### config.mk
export PLATFORM = sky130hd
export DESIGN_NAME = ebs_sequencer
export DESIGN_NICKNAME = d
export VERILOG_FILES = /design/src/common/ebs_pkg.sv /design/src/rtl/ebs_sequencer.sv
export SDC_FILE = /design/constraint.sdc
export NUM_CORES = 1
export LEC_CHECK = 0
export ABC_AREA = 1
export BUFFER_PORTS_ARGS = -buffer_cell sky130_fd_sc_hd__clkbuf_2
export CELL_PAD_IN_SITES_DETAIL_PLACEMENT = 1
export CELL_PAD_IN_SITES_GLOBAL_PLACEMENT = 2
export CORE_AREA = 2 2 375 377
export DETAILED_ROUTE_END_ITERATION = 10
export DIE_AREA = 0 0 377 379
export PLACE_DENSITY_LB_ADDON = 0.1
export SLEW_MARGIN = 20
export SYNTH_ARGS = -nofsm -noshare
export SYNTH_HDL_FRONTEND = slang
export SYNTH_SLANG_ARGS = --single-unit
### constraint.sdc
create_clock -name clk -period 7.3 [get_ports clk]
set_input_delay 1.095 -clock clk [delete_from_list [all_inputs] [get_ports clk]]
set_output_delay 1.095 -clock clk [all_outputs]
set_load 0.05 [all_outputs]
### src/common/ebs_pkg.sv
// shared constants and types for the external bus cycle sequencer
package ebs_pkg;
    localparam int NUM_CS = 8;
    localparam int NUM_DRAM = 2;
    localparam int WAIT_W = 4;
    localparam int TIMEOUT_W = 8;
    localparam logic [1:0] SIZE_LONG = 2'h0;
    localparam logic [1:0] SIZE_BYTE = 2'h1;
    localparam logic [1:0] SIZE_WORD = 2'h2;
    localparam logic [1:0] SIZE_LINE = 2'h3;
    localparam logic [1:0] PORT_32 = 2'h0;
    localparam logic [31:0] ADDR_RESET = 32'h0000_0000;
    localparam logic [1:0] TYPE_RESET = 2'h0;
    localparam logic [2:0] MOD_RESET = 3'h0;
    localparam logic [WAIT_W-1:0] WAIT_RESET = 4'h0;

    // access kind picked by the window decode
    typedef enum logic [1:0] {
        EBS_ACC_EXT = 2'b00,
        EBS_ACC_CS = 2'b01,
        EBS_ACC_DRAM = 2'b10,
        EBS_ACC_UNDEF = 2'b11
    } ebs_acc_t;

    // half-clock bus states
    typedef enum logic [2:0] {
        EBS_IDLE = 3'b000,
        EBS_S0 = 3'b001,
        EBS_S1 = 3'b010,
        EBS_S2 = 3'b011,
        EBS_S3 = 3'b100,
        EBS_S4 = 3'b101,
        EBS_S5 = 3'b110
    } ebs_state_t;

    // one chip-select window setting
    typedef struct packed {
        logic valid;
        logic [31:0] base;
        logic [31:0] mask;
        logic int_ack_en;
        logic burst_en;
        logic [1:0] port_size;
        logic [WAIT_W-1:0] wait_states;
    } ebs_win_t;

    // dram block window
    typedef struct packed {
        logic valid;
        logic [31:0] base;
        logic [31:0] mask;
    } ebs_dwin_t;

    // one access request from the core side
    typedef struct packed {
        logic [31:0] addr;
        logic write;
        logic [31:0] wdata;
        logic [1:0] size;
        logic [1:0] ttype;
        logic [2:0] tmod;
        logic [3:0] lanes;
    } ebs_req_t;

    // settings latched for a running cycle
    typedef struct packed {
        ebs_acc_t acc;
        logic [NUM_CS-1:0] cs_hit;
        logic [NUM_DRAM-1:0] dram_hit;
        logic int_ack;
        logic burst;
        logic [1:0] port_size;
        logic [WAIT_W-1:0] wait_states;
    } ebs_sel_t;
endpackage

### src/rtl/ebs_sequencer.sv
// external bus cycle sequencer with window decode and S0..S5 half-clock states
// What the document requires
// (RULE1) each cycle start compares the address with eight select and two dram windows
// (RULE2) one hit asserts that select or dram block and uses its settings
// (RULE3) no hit runs external ack, burst-inhibited, 32-bit cycle
// (RULE4) several select hits drive all of them, external ack, no burst, 32-bit
// (RULE5) software must avoid dram-dram or dram-select overlaps; result undefined
// (RULE6) basic cycle is three bus clocks; strobe falls mid first clock
// (RULE7) on reads data and ack sampled at rising edge ending second clock
// (RULE8) write data driven from end of first clock until cycle end
// (RULE9) missing ack inserts whole-clock wait states until seen
// (RULE10) ack internal when window enables it, else external party drives it
// (RULE11) last clock holds address, attributes and write data
// (RULE12) even states while bus clock high, odd states while low
// (RULE13) S0 drives address, in-progress, read/write, type, modifier, size, start
// (RULE14) S1 asserts address strobe, select, lanes and output enable; the code asserts output enable on reads only
// (RULE15) ack seen during S1 skips S2 and S3
// (RULE16) S2 negates transfer start
// (RULE17) target negates ack in S4 and frees the data bus by S5
// (RULE18) S5 negates strobes at fall, drops address and attributes at rise
// (RULE19) back-to-back cycle keeps in-progress asserted
// (RULE20) type, modifier, in-progress reach pins only when pin config selects them
// (RULE21) outputs launch on rising bus edges; strobes change on falling edges
// (RULE22) size code 00 long, 01 byte, 10 word, 11 line
// (RULE23) target three-states data within two bus clocks of S4
// (RULE24) reset returns idle, strobes negated, outputs inactive, data released
// (RULE25) internal ack comes after programmed wait states with external timing
`timescale 1ns/1ns
`default_nettype none
module ebs_sequencer (
    input wire logic clk,
    input wire logic rst_n,
    input wire ebs_pkg::ebs_win_t [ebs_pkg::NUM_CS-1:0] select_window_config,
    input wire ebs_pkg::ebs_dwin_t [ebs_pkg::NUM_DRAM-1:0] dram_block_config,
    input wire logic [2:0] pin_assign_config,
    input wire logic req_valid,
    input wire ebs_pkg::ebs_req_t req,
    output logic req_ready,
    output logic done,
    output logic [31:0] rdata,
    output logic undefined_access,
    output logic [ebs_pkg::NUM_DRAM-1:0] dram_block_sel,
    output logic bus_clock_out,
    output logic [31:0] addr_out,
    output logic addr_oe_n,
    output logic read_write,
    output logic [1:0] xfer_size_code,
    output logic [1:0] xfer_type_code,
    output logic [2:0] xfer_modifier_code,
    output logic transfer_start_n,
    output logic transfer_in_progress_n,
    output logic addr_strobe_n,
    output logic [ebs_pkg::NUM_CS-1:0] window_select_n,
    output logic [3:0] byte_lane_enable_n,
    output logic output_enable_n,
    input wire logic transfer_ack_n,
    input wire logic [31:0] data_in,
    output logic [31:0] data_out,
    output logic data_oe_n,
    output logic transfer_ack_out_n,
    output logic transfer_ack_oe_n
);
    import ebs_pkg::*;

    // pins pass two flops before use
    logic ack_m_q, ack_s_q;
    logic [31:0] din_m_q, din_s_q;
    always_ff @(posedge clk) begin
        ack_m_q <= transfer_ack_n;
        ack_s_q <= ack_m_q;
        din_m_q <= data_in;
        din_s_q <= din_m_q;
    end

    // (RULE1) window compare
    logic [NUM_CS-1:0] cs_hit;
    logic [NUM_DRAM-1:0] dram_hit;
    genvar gi;
    generate
        for (gi = 0; gi < NUM_CS; gi++) begin : g_cs
            assign cs_hit[gi] = select_window_config[gi].valid &&
                ((req.addr & ~select_window_config[gi].mask) ==
                 (select_window_config[gi].base & ~select_window_config[gi].mask));
        end
        for (gi = 0; gi < NUM_DRAM; gi++) begin : g_dr
            assign dram_hit[gi] = dram_block_config[gi].valid &&
                ((req.addr & ~dram_block_config[gi].mask) ==
                 (dram_block_config[gi].base & ~dram_block_config[gi].mask));
        end
    endgenerate

    // access type per match count
    ebs_sel_t sel_new;
    always_comb begin
        sel_new = '0;
        sel_new.cs_hit = cs_hit;
        sel_new.dram_hit = dram_hit;
        sel_new.port_size = PORT_32;
        if (dram_hit != '0) begin
            // (RULE5) overlaps with dram are flagged, not resolved
            sel_new.acc = ($countones(dram_hit) == 1 && cs_hit == '0) ?
                EBS_ACC_DRAM : EBS_ACC_UNDEF;
        end else if ($countones(cs_hit) == 1) begin
            // (RULE2) single hit uses that window's settings
            sel_new.acc = EBS_ACC_CS;
            for (int i = 0; i < NUM_CS; i++) begin
                if (cs_hit[i]) begin
                    sel_new.int_ack = select_window_config[i].int_ack_en;
                    sel_new.burst = select_window_config[i].burst_en;
                    sel_new.port_size = select_window_config[i].port_size;
                    sel_new.wait_states = select_window_config[i].wait_states;
                end
            end
        end else begin
            // (RULE3) (RULE4) none or many: external ack, no burst, 32-bit
            sel_new.acc = EBS_ACC_EXT;
        end
    end

    // sequencer state; one clk per half bus clock
    ebs_state_t st_q, st_d;
    ebs_sel_t sel_q, sel_d;
    ebs_req_t req_q, req_d;
    logic [WAIT_W-1:0] wcnt_q, wcnt_d;
    logic iack_q, iack_d;
    logic [31:0] rdata_q, rdata_d;
    logic done_q, done_d;
    logic ready_q, ready_d;
    logic ack_seen;
    logic start;

    // internal ack counts as sampled ack when enabled
    // (RULE10) source of ack
    assign ack_seen = sel_q.int_ack ? iack_q : ~ack_s_q;
    assign start = req_valid && (st_q == EBS_IDLE || st_q == EBS_S5);

    always_comb begin
        st_d = st_q;
        sel_d = sel_q;
        req_d = req_q;
        wcnt_d = wcnt_q;
        iack_d = 1'b0;
        rdata_d = rdata_q;
        done_d = 1'b0;
        case (st_q)
            EBS_IDLE: begin
                if (start) begin
                    st_d = EBS_S0;
                    sel_d = sel_new;
                    req_d = req;
                    wcnt_d = WAIT_RESET;
                end
            end
            // (RULE12) S0 high phase
            EBS_S0: st_d = EBS_S1;
            EBS_S1: begin
                // (RULE15) fast termination skips S2/S3; not with internal ack
                // only the second sampling flop is read, so a target must hold
                // its ack low from before S0 for this path to be taken;
                // the extra latency buys freedom from metastable pin values
                if (!sel_q.int_ack && !ack_s_q) begin
                    st_d = EBS_S4;
                    rdata_d = din_s_q;
                    done_d = 1'b1;
                end else begin
                    st_d = EBS_S2;
                end
            end
            EBS_S2: begin
                st_d = EBS_S3;
                // (RULE25) internal ack after wait states
                iack_d = sel_q.int_ack && (wcnt_q == sel_q.wait_states);
            end
            EBS_S3: begin
                // (RULE7) (RULE9) sample with ack or add a wait clock
                if (ack_seen) begin
                    st_d = EBS_S4;
                    rdata_d = din_s_q;
                    done_d = 1'b1;
                end else begin
                    st_d = EBS_S2;
                    wcnt_d = wcnt_q + 1'b1;
                end
            end
            EBS_S4: st_d = EBS_S5;
            EBS_S5: begin
                // (RULE19) back-to-back starts straight at S0
                if (start) begin
                    st_d = EBS_S0;
                    sel_d = sel_new;
                    req_d = req;
                    wcnt_d = WAIT_RESET;
                end else begin
                    st_d = EBS_IDLE;
                end
            end
            default: st_d = EBS_IDLE;
        endcase
        // ready follows the state being entered, so the port leaves a flop
        // and still shows high exactly while idle or in S5
        ready_d = (st_d == EBS_IDLE || st_d == EBS_S5);
    end

    // (RULE24) reset to idle
    always_ff @(posedge clk) begin
        if (!rst_n) begin
            st_q <= EBS_IDLE;
            sel_q <= '0;
            req_q <= '0;
            wcnt_q <= WAIT_RESET;
            iack_q <= 1'b0;
            rdata_q <= 32'h0000_0000;
            done_q <= 1'b0;
            ready_q <= 1'b1;
        end else begin
            st_q <= st_d;
            sel_q <= sel_d;
            req_q <= req_d;
            wcnt_q <= wcnt_d;
            iack_q <= iack_d;
            rdata_q <= rdata_d;
            done_q <= done_d;
            ready_q <= ready_d;
        end
    end

    // pin values for the state being entered, so all outputs but the tied-off ack pins are flops
    logic bclk_d, as_d, oe_d, ts_d, tip_d, drv_d, dat_d, act_d;
    logic [NUM_CS-1:0] cs_d;
    always_comb begin
        // (RULE12) (RULE21) bus clock high on even states
        bclk_d = (st_d == EBS_S0 || st_d == EBS_S2 || st_d == EBS_S4 ||
                  st_d == EBS_IDLE) ? 1'b1 : 1'b0;
        act_d = (st_d != EBS_IDLE);
        // (RULE14) (RULE18) strobes on from S1 until S5 falling edge
        as_d = (st_d == EBS_S1 || st_d == EBS_S2 || st_d == EBS_S3 || st_d == EBS_S4);
        cs_d = as_d ? sel_d.cs_hit : '0;
        oe_d = as_d && !req_d.write;
        // (RULE13) (RULE16) start only in S0 and S1
        ts_d = (st_d == EBS_S0 || st_d == EBS_S1);
        // (RULE19) in-progress stays set through back-to-back S0
        tip_d = act_d;
        // (RULE6) (RULE11) address held through S5
        drv_d = act_d;
        // (RULE8) write data from end of first clock to cycle end
        dat_d = req_d.write && (st_d == EBS_S2 || st_d == EBS_S3 ||
                                st_d == EBS_S4 || st_d == EBS_S5 ||
                                (st_d == EBS_S4 && st_q == EBS_S1));
    end

    // output registers
    always_ff @(posedge clk) begin
        if (!rst_n) begin
            bus_clock_out <= 1'b1;
            addr_out <= ADDR_RESET;
            addr_oe_n <= 1'b1;
            read_write <= 1'b1;
            xfer_size_code <= SIZE_LONG;
            xfer_type_code <= TYPE_RESET;
            xfer_modifier_code <= MOD_RESET;
            transfer_start_n <= 1'b1;
            transfer_in_progress_n <= 1'b1;
            addr_strobe_n <= 1'b1;
            window_select_n <= '1;
            byte_lane_enable_n <= 4'hF;
            output_enable_n <= 1'b1;
            data_out <= 32'h0000_0000;
            data_oe_n <= 1'b1;
            dram_block_sel <= '0;
            undefined_access <= 1'b0;
        end else begin
            bus_clock_out <= bclk_d;
            addr_out <= drv_d ? req_d.addr : ADDR_RESET;
            addr_oe_n <= ~drv_d;
            // read/write left as is between cycles
            read_write <= drv_d ? ~req_d.write : read_write;
            // (RULE22) size code kept from request encoding
            xfer_size_code <= drv_d ? req_d.size : SIZE_LONG;
            // (RULE20) attributes only when pin config selects them
            xfer_type_code <= (drv_d && pin_assign_config[0]) ? req_d.ttype : TYPE_RESET;
            xfer_modifier_code <= (drv_d && pin_assign_config[1]) ? req_d.tmod : MOD_RESET;
            transfer_in_progress_n <= ~(tip_d && pin_assign_config[2]);
            transfer_start_n <= ~ts_d;
            addr_strobe_n <= ~as_d;
            window_select_n <= ~cs_d;
            byte_lane_enable_n <= as_d ? ~req_d.lanes : 4'hF;
            output_enable_n <= ~oe_d;
            data_out <= dat_d ? req_d.wdata : 32'h0000_0000;
            data_oe_n <= ~dat_d;
            dram_block_sel <= (act_d && sel_d.acc == EBS_ACC_DRAM) ? sel_d.dram_hit : '0;
            undefined_access <= act_d && (sel_d.acc == EBS_ACC_UNDEF);
        end
    end

    // handshake outputs; ack pin is input-only here, never driven
    assign req_ready = ready_q;
    assign done = done_q;
    assign rdata = rdata_q;
    assign transfer_ack_out_n = 1'b1;
    assign transfer_ack_oe_n = 1'b1;
endmodule
`default_nettype wire

==> impl_metrics.py <==
metrics = {
    "run_status": {
        "status": "finished, final reports clean",
    },
    "synthesis": {
        "yosys.area.top_type": "dfxtp_1",
        "avgSynthCellArea_sq_um": 6.682,
        "synthMostInstantiatedCell": "nor2_1",
        "yosysTopAreaCellShare_pct": 37.87,
        "synth_seq_cells": 295,
        "synthFlopType": "dfxtp_1",
        "async_flop_share_pct": 0,
        "yosysWarningCount": 0,
        "synth_adder_area_share_pct": 0.9949,
        "synthesis.instances": 2334,
        "muxShareOfSynthArea_pct": 2.503,
        "ys_top_cells_by_count": "489 x nor2_1, 487 x nand2_1, 295 x dfxtp_1",
        "syn_area_sq_um": 15590,
        "synth-edff-count": 0,
        "synth_area_leaders": "dfxtp_1 38%, nor2_1 12%, nand2_1 12%",
        "synth_xor_xnor_area_share_pct": 3.201,
        "synth_top_family_by_area": "simple AND/OR/NAND/NOR gates",
        "synth_compound_area_share_pct": 13.94,
        "synth-simple-area-share_pct": 30.72,
        "yosysSeqAreaShare_pct": 37.87,
        "ys_types": 57,
    },
    "worst_setup_path": {
        "cp_cell_sequence": "clkbuf_2 > nor2_1 > nor2_1 > nand2_1 > nand4_1 > nor2_1 > nand3_2 > fa_1 > fa_1 > fa_1 > inv_1 > ha_1 > inv_1 > fa_1 > a2111oi_0 > a21oi_1 > nor2_1 > nand4_1 > a21boi_1 > nand3b_1 > nor2_1",
        "r2r_cells": 15,
        "crit_path_start_kind": "primary input",
        "startpoint": "req[55]",
        "critPathMaxStageDelay_ps": 530,
        "cpMaxStageDelayCell": "fa_1",
        "path_max_fanout": 6,
        "required_ps": 7750,
        "endpoint_kind": "flop",
        "crit_arrival_ps": 6290,
        "crit_type": "in2reg",
        "cp_top_family": "adder cells",
        "path_buf_inv": 3,
        "cp.depth": 21,
        "reg2reg_from": "sel_q[7]$_SDFFE_PN0P_",
        "cp_common_cell": "nor2_1",
    },
    "sta": {
        "hold_viol": 0,
        "worstMarginPinSlew_ps": 1016,
        "hold_slack_ps": 325.7,
        "setup_tns_ps": 0,
        "setup_ws_ps": 1454,
        "slew_violations": 0,
        "fin_crit_sh_pct": 80.09,
        "relSlewSlack_pct": 31.63,
        "post-route-min-period_ps": 5846,
        "max_freq_mhz": 171.0,
        "fin_worst_skew_ps": 26.83,
        "rsz0062_at_grt": "no",
        "final-setup-viol-count": 0,
    },
    "floorplanning": {
        "pin_count": 959,
        "std_cell_rows": 137,
        "die_width_um": 377,
        "die_y_um": 379,
        "initial_core_util_pct": 11.23,
        "die_area_sq_um": 142900,
        "core_sq_um": 138800,
    },
    "clocking": {
        "cts_resized": 0,
        "cts_root_buffer": "clkbuf_16",
        "cts_setup_buffers": 0,
        "clk_latency_ps": 560,
        "cts_max_level": 2,
        "cts_buffers": 36,
        "tritoncts": "built",
        "cts_hold_buf": 0,
        "cts_num_sinks": 295,
        "clkTransAtPathRegs_ps": 60,
        "clockBufferDepth": 3,
    },
    "grt": {
        "grt.overflow.total": 0,
        "grtUsageTotal_pct": 17.40,
        "antenna_found_initial": 83,
        "grt_pass1_vias": 19537,
        "grt_pass1_wl_mm": 167.6,
        "grt_max_degree": 72,
    },
    "pwr": {
        "powerDensity_nw_per_um2": 196.9,
        "peakVddDrop_v": 0.0001150,
        "p_leak_nw": 11.96,
        "p_total_mw": 4.620,
    },
    "layout": {
        "fin_cells": 5104,
        "post-route-util_pct": 16.90,
        "layout-drive-gt1-share_pct": 33.46,
        "finish.net_count": 4091,
        "area_growth_pct": 50.48,
        "post-route-cell-area_sq_um": 23470,
        "fillers": 17075,
    },
    "route": {
        "routed_via_density": 3.645,
        "vias": 18602,
        "firstDrtPassIters": 4,
        "drc": 0,
        "wl_per_cell_um": 25.00,
        "ant_nets": 0,
        "drtIter0Drc": 682,
        "totalWireLength_mm": 127.6,
    },
    "worst_hold_path": {
        "holdCritStartpoint": "din_m_q[21]$_DFF_P_",
        "hp-class": "reg2reg",
        "hold_depth": 0,
    },
    "placed_design": {
        "place.gp.congestion": 0.8272,
        "portBuffers": 932,
        "dp_hpwl_mm": 112.7,
        "placed_area_sq_um": 22270,
        "dp_slack_ps": 610.0,
        "dp_cells": 5021,
    },
    "run": {
        "maxCapViolations": 0,
    },
}
worst paths after layout:
kind	slack, ps	to
max reg2reg	4490	dram_block_sel[1]$_SDFF_PN0_
min	330	din_s_q[21]$_DFF_P_
min reg2reg	330	din_s_q[21]$_DFF_P_
max	1450	dram_block_sel[1]$_SDFF_PN0_
cell usage in the layout (no fill, tap or decap), types with 6 or more instances in the layout:
cell type and count:
a21oi_1 147, clkbuf_8 7, xnor2_1 54, mux2i_1 39
nor2_1 489, o21ai_0 164, nand3_1 35, nand2_1 485
ha_1 6, o22ai_1 8, inv_2 32, nor2_2 8
clkbuf_2 932, o21bai_1 19, nand4_1 25, nor3b_1 6
diode_2 21, buf_4 42, dfxtp_1 295, clkbuf_1 8
inv_1 256, nor3_1 19, clkbuf_16 36, o21ai_1 38
nand3b_1 38
cell families (layout without fill, tap and decap cells):
family	after synthesis	in the layout
and+or+nand+nor	1145	1145
AOI/OAI and AO/OA	403	403
buffers and inverters	384	1325
DFF	295	295
xor gates and xnor gates	57	57
muxes	39	39
adders and majority gates	10	10
other	1	23
layer usage:
layer | wire, um | GRT usage [%]
met5 | 346 | 0
met4 | 1354 | 1.585
met3 | 9340 | 5.183
met2 | 65630 | 32.71
met1 | 50950 | 19.83
where the power goes:
part / switching, mW / total, mW / internal [mW]
Combinational: 0.727 / 1.10 / 0.376
Clock: 0.752 / 1.78 / 1.03
Sequential: 0.0298 / 1.74 / 1.71
Total: 1.51 / 4.62 / 3.11
area by class of cell:
class	count	area, sq um	share of cell area, %
antenna	21	52.55	0.2239
clock buffer	51	1027	4.377
clock inverter	11	120.1	0.5118
inverter	289	1087	4.633
multi-input combinational	1656	8034	34.23
sequential	295	5906	25.17
tap	1807	2261	9.634
timing repair buffer	974	4980	21.22
flip-flops by register name (all words and copies together) (netlist names), 3 cells and up:
signal / cells
req_q: 76
din_m_q: 32
wcnt_q: 4
rdata: 32
din_s_q: 32
xfer_modifier_code: 3
sel_q: 17
byte_lane_enable_n: 4
st_q: 3
addr_out: 32
window_select_n: 8
data_out: 32
No activity file was read; power rests on OpenSTA's default activity.
